### src/pkg/dctc_defines.vh
`ifndef DCTC_DEFINES_VH
`define DCTC_DEFINES_VH

// Register indices; the byte address on APB is four times the index.
`define DCTC_IDX_CTL8 3'h0
`define DCTC_IDX_MODE 3'h1
`define DCTC_IDX_CTL16 3'h2
`define DCTC_IDX_INIT8 3'h4
`define DCTC_IDX_INIT16 3'h5
`define DCTC_IDX_COUNT 3'h6
`define DCTC_IDX_CAPT 3'h7

// Field positions in the control registers; CAPM at bit 2 is in the 16-bit one only.
`define DCTC_B_RUN 7
`define DCTC_B_MODE 6
`define DCTC_B_TOUT 5
`define DCTC_B_CLK_HI 4
`define DCTC_B_CLK_LO 3
`define DCTC_B_CAPM 2
`define DCTC_B_TMASK 1
`define DCTC_B_ROUTE 0

// Field positions in the mode register.
`define DCTC_B_DEMOD 0
`define DCTC_B_CAPF 1

// Reset values.
`define DCTC_RST_CLK 2'h0
`define DCTC_RST_INIT8 8'hFF
`define DCTC_RST_INIT16 16'hFFFF

// Prescale selections.
`define DCTC_DIV1 2'h0
`define DCTC_DIV2 2'h1
`define DCTC_DIV4 2'h2
`define DCTC_DIV8 2'h3

`endif

### src/hdl/dctc_top.v
`timescale 1ns/1ps
// Functional notes
// - Writing enable 1 starts the 8-bit counter.
// - 8-bit mode 0 reloads, 1 halts.
// - 8-bit timeout flag set; cleared by writing 1.
// - First 8-bit count may be truncated.
// - 8-bit bit 1 gates timeout interrupt, default 0.
// - 8-bit bit 0 routes counter to pin.
// - Reset loads defaults; starred-twice fields survive recovery.
// - 8-bit clock select sets count clock rate.
// - 16-bit register index 02, bits 4:3 prescale.
// - 16-bit bit 6: reload/single, or edge response.
// - 16-bit bit 2 gates capture interrupt, survives recovery.
// - Writing enable 1 starts the 16-bit counter.
// - Zero to all-ones roll in demodulation still sets the 16-bit timeout flag.
// - 16-bit raises request 3, 8-bit request 4.
`include "dctc_defines.vh"

module dctc_top #(
  parameter W8 = 8,
  parameter W16 = 16
) (
  input wire pclk,
  input wire presetn,
  input wire psel,
  input wire penable,
  input wire pwrite,
  input wire [31:0] paddr,
  input wire [31:0] pwdata,
  output reg [31:0] prdata,
  output reg pready,
  output reg pslverr,
  input wire stop_recovery,
  input wire [1:0] port_out_data,
  input wire capture_in,
  output reg small_counter_out_pin,
  output reg wide_counter_out_pin,
  output reg small_counter_irq_line,
  output reg wide_counter_irq_line
);

  // Returns one when the free-running divider says a count clock is due.
  function presc_tick;
    input [1:0] sel;
    input [2:0] div;
    begin
      if (sel == `DCTC_DIV1) begin
        presc_tick = 1'b1;
      end else if (sel == `DCTC_DIV2) begin
        presc_tick = div[0];
      end else if (sel == `DCTC_DIV4) begin
        presc_tick = &div[1:0];
      end else begin
        presc_tick = &div;
      end
    end
  endfunction

  // A completed, mapped write whose word index is the wanted register.
  function wr_hit;
    input [2:0] at;
    input [2:0] want;
    input en;
    begin
      wr_hit = en && (at == want);
    end
  endfunction

  // Hardware set wins over a clearing write that lands in the same cycle.
  function flag_next;
    input cur;
    input set;
    input clr;
    begin
      flag_next = set | (cur & ~clr);
    end
  endfunction

  reg [2:0] div_r;
  reg run8_r, mode8_r, tout8_r, imask8_r, route8_r;
  reg [1:0] clk8_r;
  reg run16_r, mode16_r, tout16_r, capm16_r, imask16_r, route16_r;
  reg [1:0] clk16_r;
  reg demod_r, capf_r;
  reg [W8-1:0] init8_r, cnt8_r;
  reg [W16-1:0] init16_r, cnt16_r, capt16_r;
  reg out8_r, out16_r, cap_in_d_r;

  wire [2:0] idx = paddr[4:2];
  wire mapped = (paddr[31:5] == 27'h0000000) && (paddr[1:0] == 2'h0) &&
                (idx != 3'h3);
  // A write lands only at the edge where the slave answers.
  wire acc = psel & penable & pready;
  wire wr = acc & pwrite & mapped;
  wire wr8 = wr_hit(idx, `DCTC_IDX_CTL8, wr);
  wire wr16 = wr_hit(idx, `DCTC_IDX_CTL16, wr);
  wire wrm = wr_hit(idx, `DCTC_IDX_MODE, wr);
  wire wri8 = wr_hit(idx, `DCTC_IDX_INIT8, wr);
  wire wri16 = wr_hit(idx, `DCTC_IDX_INIT16, wr);

  wire tick8 = presc_tick(clk8_r, div_r);
  wire tick16 = presc_tick(clk16_r, div_r);
  wire term8 = run8_r & tick8 & (cnt8_r == {W8{1'b0}});
  wire term16 = run16_r & tick16 & (cnt16_r == {W16{1'b0}});
  wire edge16 = capture_in & ~cap_in_d_r;
  wire capt16 = demod_r & run16_r & ~mode16_r & edge16;

  wire [7:0] ctl8_rd = {run8_r, mode8_r, tout8_r, clk8_r, 1'b0, imask8_r, route8_r};
  wire [7:0] ctl16_rd = {run16_r, mode16_r, tout16_r, clk16_r, capm16_r, imask16_r,
                         route16_r};

  // Reserved bits and unmapped slots read as zero.
  reg [31:0] rd_nxt;
  always @* begin
    rd_nxt = 32'h00000000;
    if (idx == `DCTC_IDX_CTL8) begin
      rd_nxt[7:0] = ctl8_rd;
    end else if (idx == `DCTC_IDX_MODE) begin
      rd_nxt[1:0] = {capf_r, demod_r};
    end else if (idx == `DCTC_IDX_CTL16) begin
      rd_nxt[7:0] = ctl16_rd;
    end else if (idx == `DCTC_IDX_INIT8) begin
      rd_nxt[W8-1:0] = init8_r;
    end else if (idx == `DCTC_IDX_INIT16) begin
      rd_nxt[W16-1:0] = init16_r;
    end else if (idx == `DCTC_IDX_COUNT) begin
      rd_nxt = {cnt16_r, 8'h00, cnt8_r};
    end else if (idx == `DCTC_IDX_CAPT) begin
      rd_nxt[W16-1:0] = capt16_r;
    end
  end

  // Each access takes one wait state so that read data comes from a flop.
  always @(posedge pclk or negedge presetn) begin
    if (!presetn) begin
      pready <= 1'b0;
      pslverr <= 1'b0;
      prdata <= 32'h00000000;
    end else begin
      pready <= psel & penable & ~pready;
      pslverr <= psel & penable & ~pready & ~mapped;
      if (psel & penable & ~pready & ~pwrite & mapped) begin
        prdata <= rd_nxt;
      end else begin
        prdata <= 32'h00000000;
      end
    end
  end

  // The divider never restarts, so the first count after enabling can be short.
  always @(posedge pclk or negedge presetn) begin
    if (!presetn) begin
      div_r <= 3'h0;
    end else begin
      div_r <= div_r + 3'h1;
    end
  end

  // Fields that survive stop recovery: imask8, clk16, capm16.
  always @(posedge pclk or negedge presetn) begin
    if (!presetn) begin
      imask8_r <= 1'b0;
      clk16_r <= `DCTC_RST_CLK;
      capm16_r <= 1'b0;
    end else if (wr8) begin
      imask8_r <= pwdata[`DCTC_B_TMASK];
    end else if (wr16) begin
      clk16_r <= pwdata[`DCTC_B_CLK_HI:`DCTC_B_CLK_LO];
      capm16_r <= pwdata[`DCTC_B_CAPM];
    end
  end

  // The 8-bit counter and its control fields.
  always @(posedge pclk or negedge presetn) begin
    if (!presetn) begin
      run8_r <= 1'b0;
      mode8_r <= 1'b0;
      tout8_r <= 1'b0;
      clk8_r <= `DCTC_RST_CLK;
      route8_r <= 1'b0;
      init8_r <= `DCTC_RST_INIT8;
      cnt8_r <= `DCTC_RST_INIT8;
      out8_r <= 1'b0;
    end else if (stop_recovery) begin
      run8_r <= 1'b0;
      mode8_r <= 1'b0;
      tout8_r <= 1'b0;
      clk8_r <= `DCTC_RST_CLK;
      route8_r <= 1'b0;
      out8_r <= 1'b0;
    end else begin
      // A terminal count in the same cycle as the clearing write keeps the flag.
      tout8_r <= flag_next(tout8_r, term8, wr8 & pwdata[`DCTC_B_TOUT]);
      if (wri8) begin
        init8_r <= pwdata[W8-1:0];
      end
      if (wr8) begin
        mode8_r <= pwdata[`DCTC_B_MODE];
        clk8_r <= pwdata[`DCTC_B_CLK_HI:`DCTC_B_CLK_LO];
        route8_r <= pwdata[`DCTC_B_ROUTE];
        run8_r <= pwdata[`DCTC_B_RUN];
        if (pwdata[`DCTC_B_RUN]) begin
          cnt8_r <= init8_r;
        end
      end else if (term8) begin
        out8_r <= ~out8_r;
        if (mode8_r) begin
          run8_r <= 1'b0;
        end else begin
          cnt8_r <= init8_r;
        end
      end else if (run8_r & tick8) begin
        // Zero never decrements to all-ones, so no false timeout can occur.
        cnt8_r <= cnt8_r - {{(W8-1){1'b0}}, 1'b1};
      end
    end
  end

  // The 16-bit counter, its control fields and the edge capture.
  always @(posedge pclk or negedge presetn) begin
    if (!presetn) begin
      run16_r <= 1'b0;
      mode16_r <= 1'b0;
      tout16_r <= 1'b0;
      imask16_r <= 1'b0;
      route16_r <= 1'b0;
      demod_r <= 1'b0;
      capf_r <= 1'b0;
      init16_r <= `DCTC_RST_INIT16;
      cnt16_r <= `DCTC_RST_INIT16;
      capt16_r <= 16'h0000;
      out16_r <= 1'b0;
      cap_in_d_r <= 1'b0;
    end else if (stop_recovery) begin
      run16_r <= 1'b0;
      mode16_r <= 1'b0;
      tout16_r <= 1'b0;
      imask16_r <= 1'b0;
      route16_r <= 1'b0;
      demod_r <= 1'b0;
      capf_r <= 1'b0;
      out16_r <= 1'b0;
      // The capture input keeps being sampled so no false edge follows recovery.
      cap_in_d_r <= capture_in;
    end else begin
      cap_in_d_r <= capture_in;
      tout16_r <= flag_next(tout16_r, term16, wr16 & pwdata[`DCTC_B_TOUT]);
      capf_r <= flag_next(capf_r, capt16, wrm & pwdata[`DCTC_B_CAPF]);
      if (wrm) begin
        demod_r <= pwdata[`DCTC_B_DEMOD];
      end
      if (wri16) begin
        init16_r <= pwdata[W16-1:0];
      end
      if (wr16) begin
        mode16_r <= pwdata[`DCTC_B_MODE];
        imask16_r <= pwdata[`DCTC_B_TMASK];
        route16_r <= pwdata[`DCTC_B_ROUTE];
        run16_r <= pwdata[`DCTC_B_RUN];
        if (pwdata[`DCTC_B_RUN]) begin
          cnt16_r <= init16_r;
        end
      end else if (capt16) begin
        capt16_r <= cnt16_r;
        cnt16_r <= init16_r;
      end else if (term16) begin
        if (demod_r) begin
          // In demodulation the counter wraps and keeps running.
          cnt16_r <= {W16{1'b1}};
        end else begin
          out16_r <= ~out16_r;
          if (mode16_r) begin
            run16_r <= 1'b0;
          end else begin
            cnt16_r <= init16_r;
          end
        end
      end else if (run16_r & tick16) begin
        cnt16_r <= cnt16_r - {{(W16-1){1'b0}}, 1'b1};
      end
    end
  end

  // Pins and interrupt lines are registered so they never glitch.
  always @(posedge pclk or negedge presetn) begin
    if (!presetn) begin
      small_counter_out_pin <= 1'b0;
      wide_counter_out_pin <= 1'b0;
      small_counter_irq_line <= 1'b0;
      wide_counter_irq_line <= 1'b0;
    end else begin
      small_counter_out_pin <= route8_r ? out8_r : port_out_data[0];
      wide_counter_out_pin <= route16_r ? out16_r : port_out_data[1];
      small_counter_irq_line <= tout8_r & imask8_r;
      wide_counter_irq_line <= (tout16_r & imask16_r) | (capf_r & capm16_r);
    end
  end

endmodule

### config.mk
export PLATFORM = sky130hd
export DESIGN_NAME = dctc_top
export DESIGN_NICKNAME = d
export VERILOG_FILES = /design/src/hdl/dctc_top.v
export VERILOG_INCLUDE_DIRS = /design/src /design/src/pkg
export SDC_FILE = /design/constraint.sdc
export NUM_CORES = 1
export LEC_CHECK = 0
export ABC_AREA = 1
export BUFFER_PORTS_ARGS = -buffer_cell sky130_fd_sc_hd__buf_2
export CAP_MARGIN = 20
export CORE_MARGIN = 5
export CORE_UTILIZATION = 45
export DETAILED_ROUTE_END_ITERATION = 8
export PLACE_DENSITY = 0.68
export SKIP_CTS_REPAIR_TIMING = 1
export SLEW_MARGIN = 20
export SYNTH_ARGS = -nofsm -noshare
export SYNTH_HDL_FRONTEND = slang
export SYNTH_SLANG_ARGS = --single-unit
### constraint.sdc
create_clock -name pclk -period 2.43 [get_ports pclk]
set_input_delay 0.3645 -clock pclk [delete_from_list [all_inputs] [get_ports pclk]]
set_output_delay 0.3645 -clock pclk [all_outputs]
set_load 0.01 [all_outputs]
==> metrics <==
ANT cells=0; share of cells above drive strength 1=about a quarter; Detail Route Antenna Nets=0; Final Setup Violations=0; initial cell density of the core=around 46%; reg2reg start=div_r[0]; synthesized area per cell=8.15 um^2; Max-Cap Viols=0; VDD IR-drop max=approximately 0.50 mV; Clk pin slew, worst setup/hold paths=0.06 ns; RR Endpoint=cnt16_r[1]; Design Area, Final=between 0.007 and 0.008 mm^2; CTS buffer count=17; DR iter-0 viols=524; CP Launch Type=flop; Power per Cell Area=between 700 and 800 mW/mm^2; drt wl/cell=~15 um; CTS tree=built; Max transition margin=59.6%; register area share after synthesis=roughly 50%; die area=0.0167 mm^2; vias in the first global route=roughly 5,200; Fin. Hold Viols=0; most common cell in the netlist=nand2_1; routability cong.=between 0.9 and 1; reg2reg path depth=11; Die Width=roughly 130 um; H-Tree Level Count=4; setup total negative slack=0 ns; Cell Rows=43; kind of critical path=reg -> reg; largest net degree at the start of global routing=45; CTS Root Cell=clkbuf_16; GRT Residual Overflow=0; cell count after synthesis=between 700 and 800; Remaining DRCs=0; first-pass GRT wire length=around 26 mm; Detailed Place HPWL=roughly 12 mm; Die Span Y=roughly 130 um; R2R setup slack=0.28 ns; worst path cell trace=ha_1 > ha_1 > nand2_1 > nand3_1 > nand3_1 > nor2_2 > nand2_1 > nand3_2 > nand2_1 > nand3_1 > nand2_1; Worst Path Required=~2.8 ns; Worst-Margin Slew=0.605 ns; Min Clock Period, post-route=approximately 2.1 ns; Post-synth top flop=dfrtp_1; CTS sink cnt=about 130; Pleak=3.74 nW; hold path endpoint=cap_in_d_r; first-pass detailed-route iteration total=5; Core Area=between 0.01 and 0.015 mm^2; Post-synth EDFFs=0; vias per cell=approximately 5.2; initial antenna violation count=0; status=finished, final reports clean; Hold Crit Depth=1; clock latency on the worst-skew pair=about 0.42 ns; Synth Warn #=0; Mapped Area=approximately 0.0064 mm^2; crit-path max FO=16; synth-to-layout area growth=20.4%; gr usage total=about a fifth; synth top area cells=dfrtp_1 (30%), dfstp_2 (20%), nand2_1 (12%); post-layout util=55.3%; Hold WS=0.0830 ns; Arr. time, crit path=2.50 ns; RSZ-0062 raised after global routing=false; Mapped Nets=860; final wirelength=around 17 mm; Min-Delay Path Class=in -> reg; Max clock buf depth=2; Post-synth ARST share=100%; period utilization=about nine tenths; Critical Path End Type=flop; flops & latches, synth=125; Synth cell types=44; synth cell count leaders=nand2_1 (198), inv_1 (87), dfrtp_1 (77), nor2_1 (73), o21ai_0 (51); slowest stage delay, CP=0.38 ns; Crit path top cell by count=nand2_1; placed instance area=approximately 0.007 mm^2; Synth area leader=dfrtp_1; area share of the largest cell type after synthesis=30.2%; routed vias=between 5,000 and 6,000; Ports=111; Port Buffer Count=94; clock skew=about 0.0096 ns; final net count=between 900 and 1,000; HP Start=capture_in; fmax=~470 MHz; Slew Viols, Final=0; CP max stage cell=dfrtp_1
## worst max path at each step
| stage | start | to | cells past startpoint |
|---|---|---|---|
| global placement | cnt8_r[0] | cnt8_r[6] | 10 |
| finish | div_r[0] | cnt16_r[1] | 11 |
| CTS | div_r[0] | cnt16_r[1] | 11 |
| detailed placement | paddr[2] | cnt8_r[6] | 13 |
| global route | div_r[0] | cnt16_r[8] | 11 |
| floorplan | div_r[0] | cnt16_r[11] | 14 |
## state kept, by name (all words and copies together) (netlist names), 2 cells and up
register / count
capt16_r: 16
clk16_r: 2
clk8_r: 2
cnt16_r: 16
cnt8_r: 8
div_r: 3
init16_r: 16
init8_r: 8
prdata: 32
## placed cells by master (no fill, tap or decap), drive strengths merged
cell type and count:
nand2 205, buf 108, inv 100, nor2 83, o21ai 82, dfrtp 77, nand3 50, dfstp 48
a21oi 25, nor3 24, xor2 17, clkbuf 17, nand4 10, o211ai 9, a22oi 8, o22ai 6
ha 5, clkinv 5, clkinvlp 4, bufinv 3, xnor2 1, and2 1, or2 1, o221ai 1
o2111ai 1, a221oi 1, a31oi 1, and3 1, a22o 1, a21boi 1, dlygate4sd3 1
## critical path, delay by kind of cell, from the launching register on
family	cells	cell delay, ns
AND/OR/NAND/NOR	9	1.28
flip-flops	1	0.38
adder cells (fa/ha/maj)	2	0.44
## cell families (layout without fill, tap and decap cells)
logic type	count (synthesis)	count (layout)	share of synthesized area [%]
AND/OR/NAND/NOR	375	375	26.6
AO/OA/AOI/OAI	136	136	11.8
flip-flops	125	125	50.0
buffers and inverters	123	238	8.10
XOR/XNOR	18	18	2.47
adder cells (fa/ha/maj)	5	5	0.981
## final cells by class
class                           instances  area (um^2)
Clock buffer                           17          425
Clock inverter                         15          186
Fill cell                            1257         6200
Inverter                               97          364
Multi-Input combinational cell        534         2670
Sequential cell                       125         3190
Tap cell                              180          225
Timing Repair Buffer                  109          613
## metrics by stage
step | power, W | cells | setup slack [ns]
2_1_floorplan | 0.00267 | 782 | 0.710
3_3_place_gp | 0.00287 | 1044 | 0.370
3_5_place_dp | 0.00288 | 1044 | 0.352
4_1_cts | 0.00549 | 1076 | 0.306
5_1_grt | 0.00570 | 1077 | 0.116
6_report | 0.00547 | 1077 | 0.282
## report_power, final
group          total (W)  internal [W]  switching, W
clock            0.00261       0.00163      0.000983
combinational   0.000651      0.000239      0.000412
sequential       0.00220       0.00216     0.0000441
## layer usage
layer | share of wire (%) | vias to the layer above | track usage [%] | routed length (um)
li1 | - | 2737 | - | -
met1 | 44 | 2631 | 27.7 | 7340
met2 | 46 | 206 | 31.6 | 7570
met3 | 8.3 | 23 | 4.82 | 1370
met4 | 2.0 | 0 | 7.10 | 335
met5 | 0 | - | 0 | 0
(Power assumes the default switching activity.)
